[config.mk]
export PLATFORM = sky130hd
export DESIGN_NAME = program_sequencer
export DESIGN_NICKNAME = d
export VERILOG_FILES = /design/src/rtl/program_sequencer_pkg.sv /design/src/rtl/program_sequencer.sv
export SDC_FILE = /design/constraint.sdc
export NUM_CORES = 2
export LEC_CHECK = 0
export CAP_MARGIN = 20
export CORE_UTILIZATION = 40
export DETAILED_ROUTE_END_ITERATION = 8
export DONT_BUFFER_PORTS = 1
export SYNTH_ARGS = -nofsm -noshare
export SYNTH_HDL_FRONTEND = slang
export SYNTH_SLANG_ARGS = --single-unit
export TNS_END_PERCENT = 5
[constraint.sdc]
create_clock -name ref_clk -period 8.4 [get_ports ref_clk]
set_input_delay 1.68 -clock ref_clk [delete_from_list [all_inputs] [get_ports ref_clk]]
set_output_delay 1.68 -clock ref_clk [all_outputs]
set_load 0.05 [all_outputs]
[src/rtl/program_sequencer_pkg.sv]
package program_sequencer_pkg;

	localparam int ADDR_W = 32;
	localparam int WORD_W = 32;
	localparam int STACK_DEPTH = 15;
	localparam int SP_W = 4;
	localparam int LOOP_FLAG_BIT = 15;
	localparam logic [ADDR_W-1:0] PC_RESET = 32'h0000_0000;
	localparam logic [WORD_W-1:0] STATUS_RESET = 32'h0000_0000;
	localparam logic [WORD_W-1:0] LOOP_COUNT_RESET = 32'h0000_0000;
	localparam logic [ADDR_W-1:0] LOOP_END_RESET = 32'h0000_0000;
	localparam logic [WORD_W-1:0] LOOP_COUNT_LAST = 32'h0000_0001;
	localparam logic [ADDR_W-1:0] PC_STEP = 32'h0000_0001;
	localparam logic [SP_W-1:0] SP_EMPTY = 4'h0;
	localparam logic [SP_W-1:0] SP_FULL = 4'hF;
	localparam logic [SP_W-1:0] SP_STEP = 4'h1;

	typedef enum logic [2:0] {
		ST_RUN = 3'h0,
		ST_IRQ_FETCH1 = 3'h1,
		ST_IRQ_FETCH2 = 3'h3,
		ST_IRQ_DECIDE = 3'h2,
		ST_LOOP_SAVE2 = 3'h6,
		ST_LOOP_POP2 = 3'h4
	} seq_state_type;

	typedef enum logic [2:0] {
		OP_NONE = 3'h0,
		OP_CALL = 3'h1,
		OP_RETURN_SUB = 3'h2,
		OP_RETURN_IRQ = 3'h3,
		OP_LOOP_START = 3'h4,
		OP_JUMP = 3'h5
	} seq_op_type;

	typedef struct packed {
		seq_op_type op;
		logic [ADDR_W-1:0] target;
		logic [WORD_W-1:0] count;
		logic [ADDR_W-1:0] loopEnd;
	} seq_cmd_type;

	typedef struct packed {
		logic [ADDR_W-1:0] first;
		logic [ADDR_W-1:0] second;
	} irq_vec_type;

	typedef struct packed {
		logic isJsr;
		logic [ADDR_W-1:0] target;
	} fetched_word_type;

	typedef struct packed {
		logic [WORD_W-1:0] hi;
		logic [WORD_W-1:0] lo;
	} stack_entry_type;

endpackage : program_sequencer_pkg

[src/rtl/program_sequencer.sv]
// What this block does
// - program counter is 32 bits wide, covering the full program space.
// - system stack is internal, 15 entries of 64 bits, implicitly addressed.
// - call or long interrupt pushes program counter and status word together.
// - return from subroutine pops top entry, restoring only the program counter.
// - return from interrupt pops top entry, restoring program counter and status word.
// - decode instruction finishes on interrupt unless first of two words: abort, refetch.
// - interrupt controller supplies two fetch addresses; program counter held meanwhile.
// - a jump-to-subroutine in either interrupt word makes a long interrupt with stacking.
// - otherwise fast interrupt: no stack use, resume from unchanged program counter.
// - loop start first pushes current loop count and loop end address.
// - then loop count and end address load from the loop-start instruction.
// - then loop body start address and status word are pushed.
// - loop flag in status word enables program counter versus end address compare.
// - body follows loop start; at end address the count is tested for one.
// - count not one: decrement and copy top entry to program counter, no pop.
// - count one: step on, restore flag from top, drop it, pop loop registers.
// - loop end restores stack pointer to its value before the loop.
`timescale 1ns/1ps
module program_sequencer
	import program_sequencer_pkg::*;
#(
	parameter int DEPTH = STACK_DEPTH
) (
	input wire logic ref_clk,
	input wire logic nrst,
	input wire logic cmdValid,
	input seq_cmd_type cmd,
	output logic cmdReady,
	input wire logic irqReq,
	input irq_vec_type irqVec,
	output logic irqTaken,
	input wire logic decodeFirstOfTwo,
	input wire logic [ADDR_W-1:0] decodeAddr,
	output logic decodeAbort,
	input fetched_word_type fetchedWord,
	output logic [ADDR_W-1:0] fetchAddr,
	output logic fetchValid,
	output logic [ADDR_W-1:0] program_counter,
	output logic [WORD_W-1:0] status_word,
	output logic [WORD_W-1:0] loop_count_reg,
	output logic [ADDR_W-1:0] loop_end_address_reg,
	output logic [SP_W-1:0] stackPointer,
	output logic longIrq,
	output logic stackError
);

	seq_state_type state_q, state_d;
	logic [ADDR_W-1:0] pc_q, pc_d;
	logic [WORD_W-1:0] status_q, status_d;
	logic [WORD_W-1:0] count_q, count_d;
	logic [ADDR_W-1:0] endAddr_q, endAddr_d;
	logic [SP_W-1:0] sp_q, sp_d;
	logic [ADDR_W-1:0] fetchAddr_q, fetchAddr_d;
	logic fetchValid_q, fetchValid_d;
	logic jsrSeen_q, jsrSeen_d;
	logic [ADDR_W-1:0] jsrTarget_q, jsrTarget_d;
	logic abort_q, abort_d;
	logic longIrq_q, longIrq_d;
	logic stackError_q;
	logic doPush, doPop;
	logic pushOk, popOk;
	stack_entry_type pushData;
	stack_entry_type stackMem [DEPTH];
	stack_entry_type topEntry;
	logic cmdTake, irqTake, loopHit;

	function automatic logic [SP_W-1:0] topIndex(input logic [SP_W-1:0] sp);
		topIndex = sp - SP_STEP;
	endfunction : topIndex

	function automatic logic canPush(input logic [SP_W-1:0] sp);
		canPush = (sp != SP_FULL);
	endfunction : canPush

	function automatic logic canPop(input logic [SP_W-1:0] sp);
		canPop = (sp != SP_EMPTY);
	endfunction : canPop

	function automatic logic [WORD_W-1:0] withLoopFlag(input logic [WORD_W-1:0] status,
		input logic flag);
		withLoopFlag = status;
		withLoopFlag[LOOP_FLAG_BIT] = flag;
	endfunction : withLoopFlag

	// stack location is implied by the pointer, never by an operand
	assign topEntry = !canPop(sp_q) ? '0 : stackMem[topIndex(sp_q)];
	assign cmdReady = (state_q == ST_RUN);
	assign cmdTake = cmdValid && (state_q == ST_RUN);
	// the instruction in decode completes first, so the interrupt waits for a free cycle
	assign irqTake = irqReq && (state_q == ST_RUN) && !cmdValid;
	assign irqTaken = irqTake;
	assign loopHit = status_q[LOOP_FLAG_BIT] && (pc_q == endAddr_q);
	// the stack only moves when there is room for a push or an entry to pop
	assign pushOk = doPush && canPush(sp_q);
	assign popOk = doPop && canPop(sp_q);

	// next-state and datapath decisions for one instruction slot
	always_comb begin
		state_d = state_q;
		pc_d = pc_q;
		status_d = status_q;
		count_d = count_q;
		endAddr_d = endAddr_q;
		fetchAddr_d = pc_q;
		fetchValid_d = 1'b1;
		jsrSeen_d = jsrSeen_q;
		jsrTarget_d = jsrTarget_q;
		abort_d = 1'b0;
		longIrq_d = 1'b0;
		doPush = 1'b0;
		doPop = 1'b0;
		pushData = '0;
		case (state_q)
			ST_RUN: begin
				pc_d = pc_q + PC_STEP;
				if (cmdTake) begin
					fetchValid_d = 1'b0;
					case (cmd.op)
						OP_CALL: begin
							// the return address is the word that would have come next
							doPush = 1'b1;
							pushData = '{hi: pc_q, lo: status_q};
							pc_d = cmd.target;
						end
						OP_RETURN_SUB: begin
							doPop = 1'b1;
							pc_d = topEntry.hi;
						end
						OP_RETURN_IRQ: begin
							// status comes back together with the counter
							doPop = 1'b1;
							pc_d = topEntry.hi;
							status_d = topEntry.lo;
						end
						OP_LOOP_START: begin
							doPush = 1'b1;
							pushData = '{hi: endAddr_q, lo: count_q};
							count_d = cmd.count;
							endAddr_d = cmd.loopEnd;
							// counter held: the body start goes onto the stack next cycle
							pc_d = pc_q;
							state_d = ST_LOOP_SAVE2;
						end
						OP_JUMP: begin
							pc_d = cmd.target;
						end
						default: begin
							fetchValid_d = 1'b1;
						end
					endcase
				end else if (irqTake) begin
					// program counter frozen; a split two-word instruction restarts at its address
					pc_d = decodeFirstOfTwo ? decodeAddr : pc_q;
					abort_d = decodeFirstOfTwo;
					// the controller's first address goes out on the very next fetch
					fetchAddr_d = irqVec.first;
					jsrSeen_d = 1'b0;
					state_d = ST_IRQ_FETCH1;
				end else if (loopHit) begin
					// at the end address either branch back or fall out of the loop
					if (count_q != LOOP_COUNT_LAST) begin
						count_d = count_q - LOOP_COUNT_LAST;
						pc_d = topEntry.hi;
					end else begin
						doPop = 1'b1;
						status_d = withLoopFlag(status_q, topEntry.lo[LOOP_FLAG_BIT]);
						state_d = ST_LOOP_POP2;
					end
				end
			end
			ST_LOOP_SAVE2: begin
				// body starts at the word after the loop-start instruction
				doPush = 1'b1;
				pushData = '{hi: pc_q, lo: status_q};
				status_d = withLoopFlag(status_q, 1'b1);
				fetchValid_d = 1'b0;
				state_d = ST_RUN;
			end
			ST_LOOP_POP2: begin
				// second pop brings back the outer loop's registers
				doPop = 1'b1;
				endAddr_d = topEntry.hi;
				count_d = topEntry.lo;
				fetchValid_d = 1'b0;
				state_d = ST_RUN;
			end
			ST_IRQ_FETCH1: begin
				fetchAddr_d = irqVec.second;
				state_d = ST_IRQ_FETCH2;
			end
			ST_IRQ_FETCH2: begin
				// the word from the first address arrives now; resuming waits for the decision
				fetchValid_d = 1'b0;
				if (fetchedWord.isJsr) begin
					jsrSeen_d = 1'b1;
					jsrTarget_d = fetchedWord.target;
				end
				state_d = ST_IRQ_DECIDE;
			end
			ST_IRQ_DECIDE: begin
				// the word from the second address arrives now
				state_d = ST_RUN;
				if (jsrSeen_q || fetchedWord.isJsr) begin
					doPush = 1'b1;
					pushData = '{hi: pc_q, lo: status_q};
					pc_d = jsrSeen_q ? jsrTarget_q : fetchedWord.target;
					fetchValid_d = 1'b0;
					longIrq_d = 1'b1;
				end
				// fast service leaves the counter untouched and skips the stack
				jsrSeen_d = 1'b0;
			end
			default: begin
				state_d = ST_RUN;
				fetchValid_d = 1'b0;
			end
		endcase
	end

	// a push on a full stack or a pop on an empty one leaves the pointer where it is
	always_comb begin
		sp_d = sp_q;
		if (pushOk) begin
			sp_d = sp_q + SP_STEP;
		end else if (popOk) begin
			sp_d = sp_q - SP_STEP;
		end
	end

	always_ff @(posedge ref_clk or negedge nrst) begin
		if (!nrst) begin
			state_q <= ST_RUN;
			jsrSeen_q <= 1'b0;
			jsrTarget_q <= PC_RESET;
			abort_q <= 1'b0;
			longIrq_q <= 1'b0;
		end else begin
			state_q <= state_d;
			jsrSeen_q <= jsrSeen_d;
			jsrTarget_q <= jsrTarget_d;
			abort_q <= abort_d;
			longIrq_q <= longIrq_d;
		end
	end

	always_ff @(posedge ref_clk or negedge nrst) begin
		if (!nrst) begin
			pc_q <= PC_RESET;
			status_q <= STATUS_RESET;
			count_q <= LOOP_COUNT_RESET;
			endAddr_q <= LOOP_END_RESET;
		end else begin
			pc_q <= pc_d;
			status_q <= status_d;
			count_q <= count_d;
			endAddr_q <= endAddr_d;
		end
	end

	always_ff @(posedge ref_clk or negedge nrst) begin
		if (!nrst) begin
			fetchAddr_q <= PC_RESET;
			fetchValid_q <= 1'b0;
		end else begin
			fetchAddr_q <= fetchAddr_d;
			fetchValid_q <= fetchValid_d;
		end
	end

	always_ff @(posedge ref_clk or negedge nrst) begin
		if (!nrst) begin
			sp_q <= SP_EMPTY;
			stackError_q <= 1'b0;
		end else begin
			sp_q <= sp_d;
			if ((doPush && !pushOk) || (doPop && !popOk)) begin
				stackError_q <= 1'b1;
			end
		end
	end

	// push writes the entry above the current top
	always_ff @(posedge ref_clk) begin
		if (pushOk) begin
			stackMem[sp_q] <= pushData;
		end
	end

	// every data output comes straight from a flip-flop
	assign fetchAddr = fetchAddr_q;
	assign fetchValid = fetchValid_q;
	assign program_counter = pc_q;
	assign status_word = status_q;
	assign loop_count_reg = count_q;
	assign loop_end_address_reg = endAddr_q;
	assign stackPointer = sp_q;
	assign decodeAbort = abort_q;
	assign longIrq = longIrq_q;
	assign stackError = stackError_q;

endmodule : program_sequencer

==> results.yml <==
timing:
  fin_ws_ns: 3.29
  worst-slew-pin-transition_ns: 1.34
  fmax_mhz: 196
  fin_crit_ns: 5.11
  fin_crit_sh: 0.608
  setup_violations: 0
  totalNegativeSetupSlack_ns: 0
  rsz0062_at_grt: "no"
  fin_skew_ns: 0.0316
  hold_violations: 0
  slew_headroom: 0.107
  drv_slew: 0
final_layout:
  fill_cells: 10757
  design_area_um2: 56400
  largest_reg_flops: 960
  seqCellArea_um2: 33900
  finalNonFillerCells: 4952
  nNetsFinal: 3428
  layout-drive-gt1-share: 0.194
  largest_register: "stackMem"
  multiInputGateArea_um2: 15200
  area_delta_synth_final_pct: 12.1
synth:
  yosysSeqAreaShare: 0.675
  synth_top_area_share: 0.573
  async_reset_ff_frac: 0.175
  synth_area_um2: 50300
  ys_top_cells_by_count: "960 x edfxtp_1, 206 x mux4_2, 204 x dfrtp_1, 199 x nand2_1, 171 x clkbuf_1"
  synth-edff-count: 960
  syn-num-nets: 3468
  syn_inst: 3227
  synth_area_leader_cell: "edfxtp_1"
  ys_ff_latch: 1164
  post-synth-top-count-cell: "edfxtp_1"
  yosys_warnings: 0
  yosys_most_used_dff: "edfxtp_1"
  synth_area_leaders: "edfxtp_1 57%, dfrtp_1 10%, mux4_2 9.2%, mux2i_1 2.7%, mux2_2 1.9%"
  synth.distinct_cells: 80
  syn_avg_cell_area_um2: 15.6
clock_tree:
  clk_latency_ns: 0.72
  htreeDepth: 3
  ctsLongestPathBuffers: 3
  hold_buffers: 0
  clkSinkCount: 1164
  clk_pin_slew_ns: 0.06
  post_cts_resized: 0
  cts-root-buf: "clkbuf_16"
  postCtsSetupBuffers: 0
  cts_tree: "yes"
  numCtsBuffers: 112
grt:
  antenna_found_initial: 44
  grt_pass1_vias: 29867
  grt_pass1_wl_mm: 232
  grt_max_degree: 205
  grtUsageTotal: 0.257
  grt_overflow: 0
place:
  pre_cts_ws_ns: 2.63
  dp_hpwl_mm: 105
  dpl-instance-area_um2: 52200
  port_buffers: 0
  routabilityCongestion: 0.953
  dp_cells: 4708
routing:
  avgViaCountPerCell: 6.29
  ant_nets: 0
  drt_iter0_drc: 4075
  routed-via-count: 31166
  detail_route.first_pass.iterations: 8
  totalWireLength_mm: 165
  drc: 0
  wl_per_cell_um: 33.4
floorplan:
  boundaryPins: 403
  dieArea_um2: 127000
  die_h_um: 357
  die_x_um: 357
  num_rows: 129
  start_util: 0.405
  coreArea_um2: 124000
worst_setup_path:
  path_class: "in -> reg"
  crit_arrival_ns: 5.42
  start_kind: "input pin"
  cp_max_fo: 65
  endpoint_kind: "flip-flop"
  cp.required_ns: 8.72
job:
  maxCapViolCount: 0
power:
  vdd_drop_max_mv: 0.380
  p_leak_nw: 19.3
  cellPowerDensity_nw_per_um2: 430
run_status:
  status: "completed"
hold_path:
  hold_path_class: "reg -> reg"
## final timing paths
| check | start | endpoint | slack (ns) | depth (start not counted) |
|---|---|---|---|---|
| worst max-delay path | cmdValid | stackMem[11][47] | 3.29 | 7 |
| worst min-delay path | jsrTarget_q[13] | jsrTarget_q[13] | 0.51 | 1 |
| worst max register to register | state_q[2] | program_counter[0] | 3.56 | 12 |
| worst min register to register | jsrTarget_q[13] | jsrTarget_q[13] | 0.51 | 1 |
| max in group asynchronous | nrst | loop_end_address_reg[8] | 7.35 | 0 |
| min in group asynchronous | nrst | jsrTarget_q[21] | 0.65 | 0 |
## layout make-up
type,count,share of cell area
clock inverters,72,0.0185
flip-flops and latches,1164,0.602
inverters,53,0.00353
well taps,1637,0.0363
repair buffers,101,0.0145
clock buffers,140,0.0536
diodes,30,0.00133
multi-input cells,1755,0.270
## critical path, cell delays in order
cell     delay [ns]
or3b_2         0.71
nor4_2         0.37
buf_4          0.85
or2_2          0.33
nand2_1        0.16
nor2_4         0.33
buf_4          0.84
## power breakdown
group          switching (mW)  internal, mW
sequential               1.96          7.24
clock                    2.27          3.30
combinational            6.19          3.30
## cell families (layout without fill, tap and decap cells)
kind of cell	count (synthesis)	in the layout	share of synthesized area
xor+xnor	89	89	0.0155
compound gates	638	638	0.0870
mux	424	424	0.138
flops	1164	1164	0.675
other cells	0	30	0
fa+ha+maj	8	8	0.00199
simple gates	596	596	0.0567
buf+inv	308	366	0.0260
## stage by stage
| step | hold WS [ns] | util | total power, mW |
|---|---|---|---|
| finish | 0.506 | 0.454 | 24.3 |
| floorplan | 0.479 | - | 15.1 |
| detailed placement | 0.494 | 0.421 | 18.6 |
| global placement | 0.486 | 0.421 | 18.5 |
| global route | 0.525 | 0.454 | 25.1 |
| CTS | 0.508 | 0.453 | 24.1 |
## layout by cell type, fill, tap and decap left out, drive strengths merged, types with 9 or more instances in the layout
cell | synthesis | final
o221ai | 19 | 19
or4 | 11 | 11
xor2 | 42 | 42
diode | 0 | 30
a22o | 68 | 68
inv | 53 | 57
nor4 | 30 | 30
o211ai | 22 | 22
o31ai | 12 | 12
mux2i | 134 | 134
and3 | 14 | 14
clkbuf | 172 | 141
a31oi | 14 | 14
a21oi | 126 | 126
dfrtp | 204 | 204
a211o | 9 | 9
clkinv | 0 | 34
nand3 | 66 | 66
o21ai | 156 | 156
bufinv | 0 | 24
mux2 | 84 | 84
mux4 | 206 | 206
clkinvlp | 0 | 10
and2 | 13 | 13
a211oi | 96 | 96
nor2 | 139 | 139
nor3 | 51 | 51
buf | 83 | 100
or3 | 10 | 10
o22ai | 9 | 9
edfxtp | 960 | 960
xnor2 | 47 | 47
nand4 | 22 | 22
a222oi | 32 | 32
a221oi | 15 | 15
nand2 | 200 | 200
## routing by layer
layer  vias up  wire length (um)  track usage
met4        24              7080        0.118
met2      1800             75400        0.385
met3       362             18800       0.0843
met1     16197             63900        0.337
li1      12783                 -            -
met5         -               169     0.000741
(Power assumes the default switching activity.)
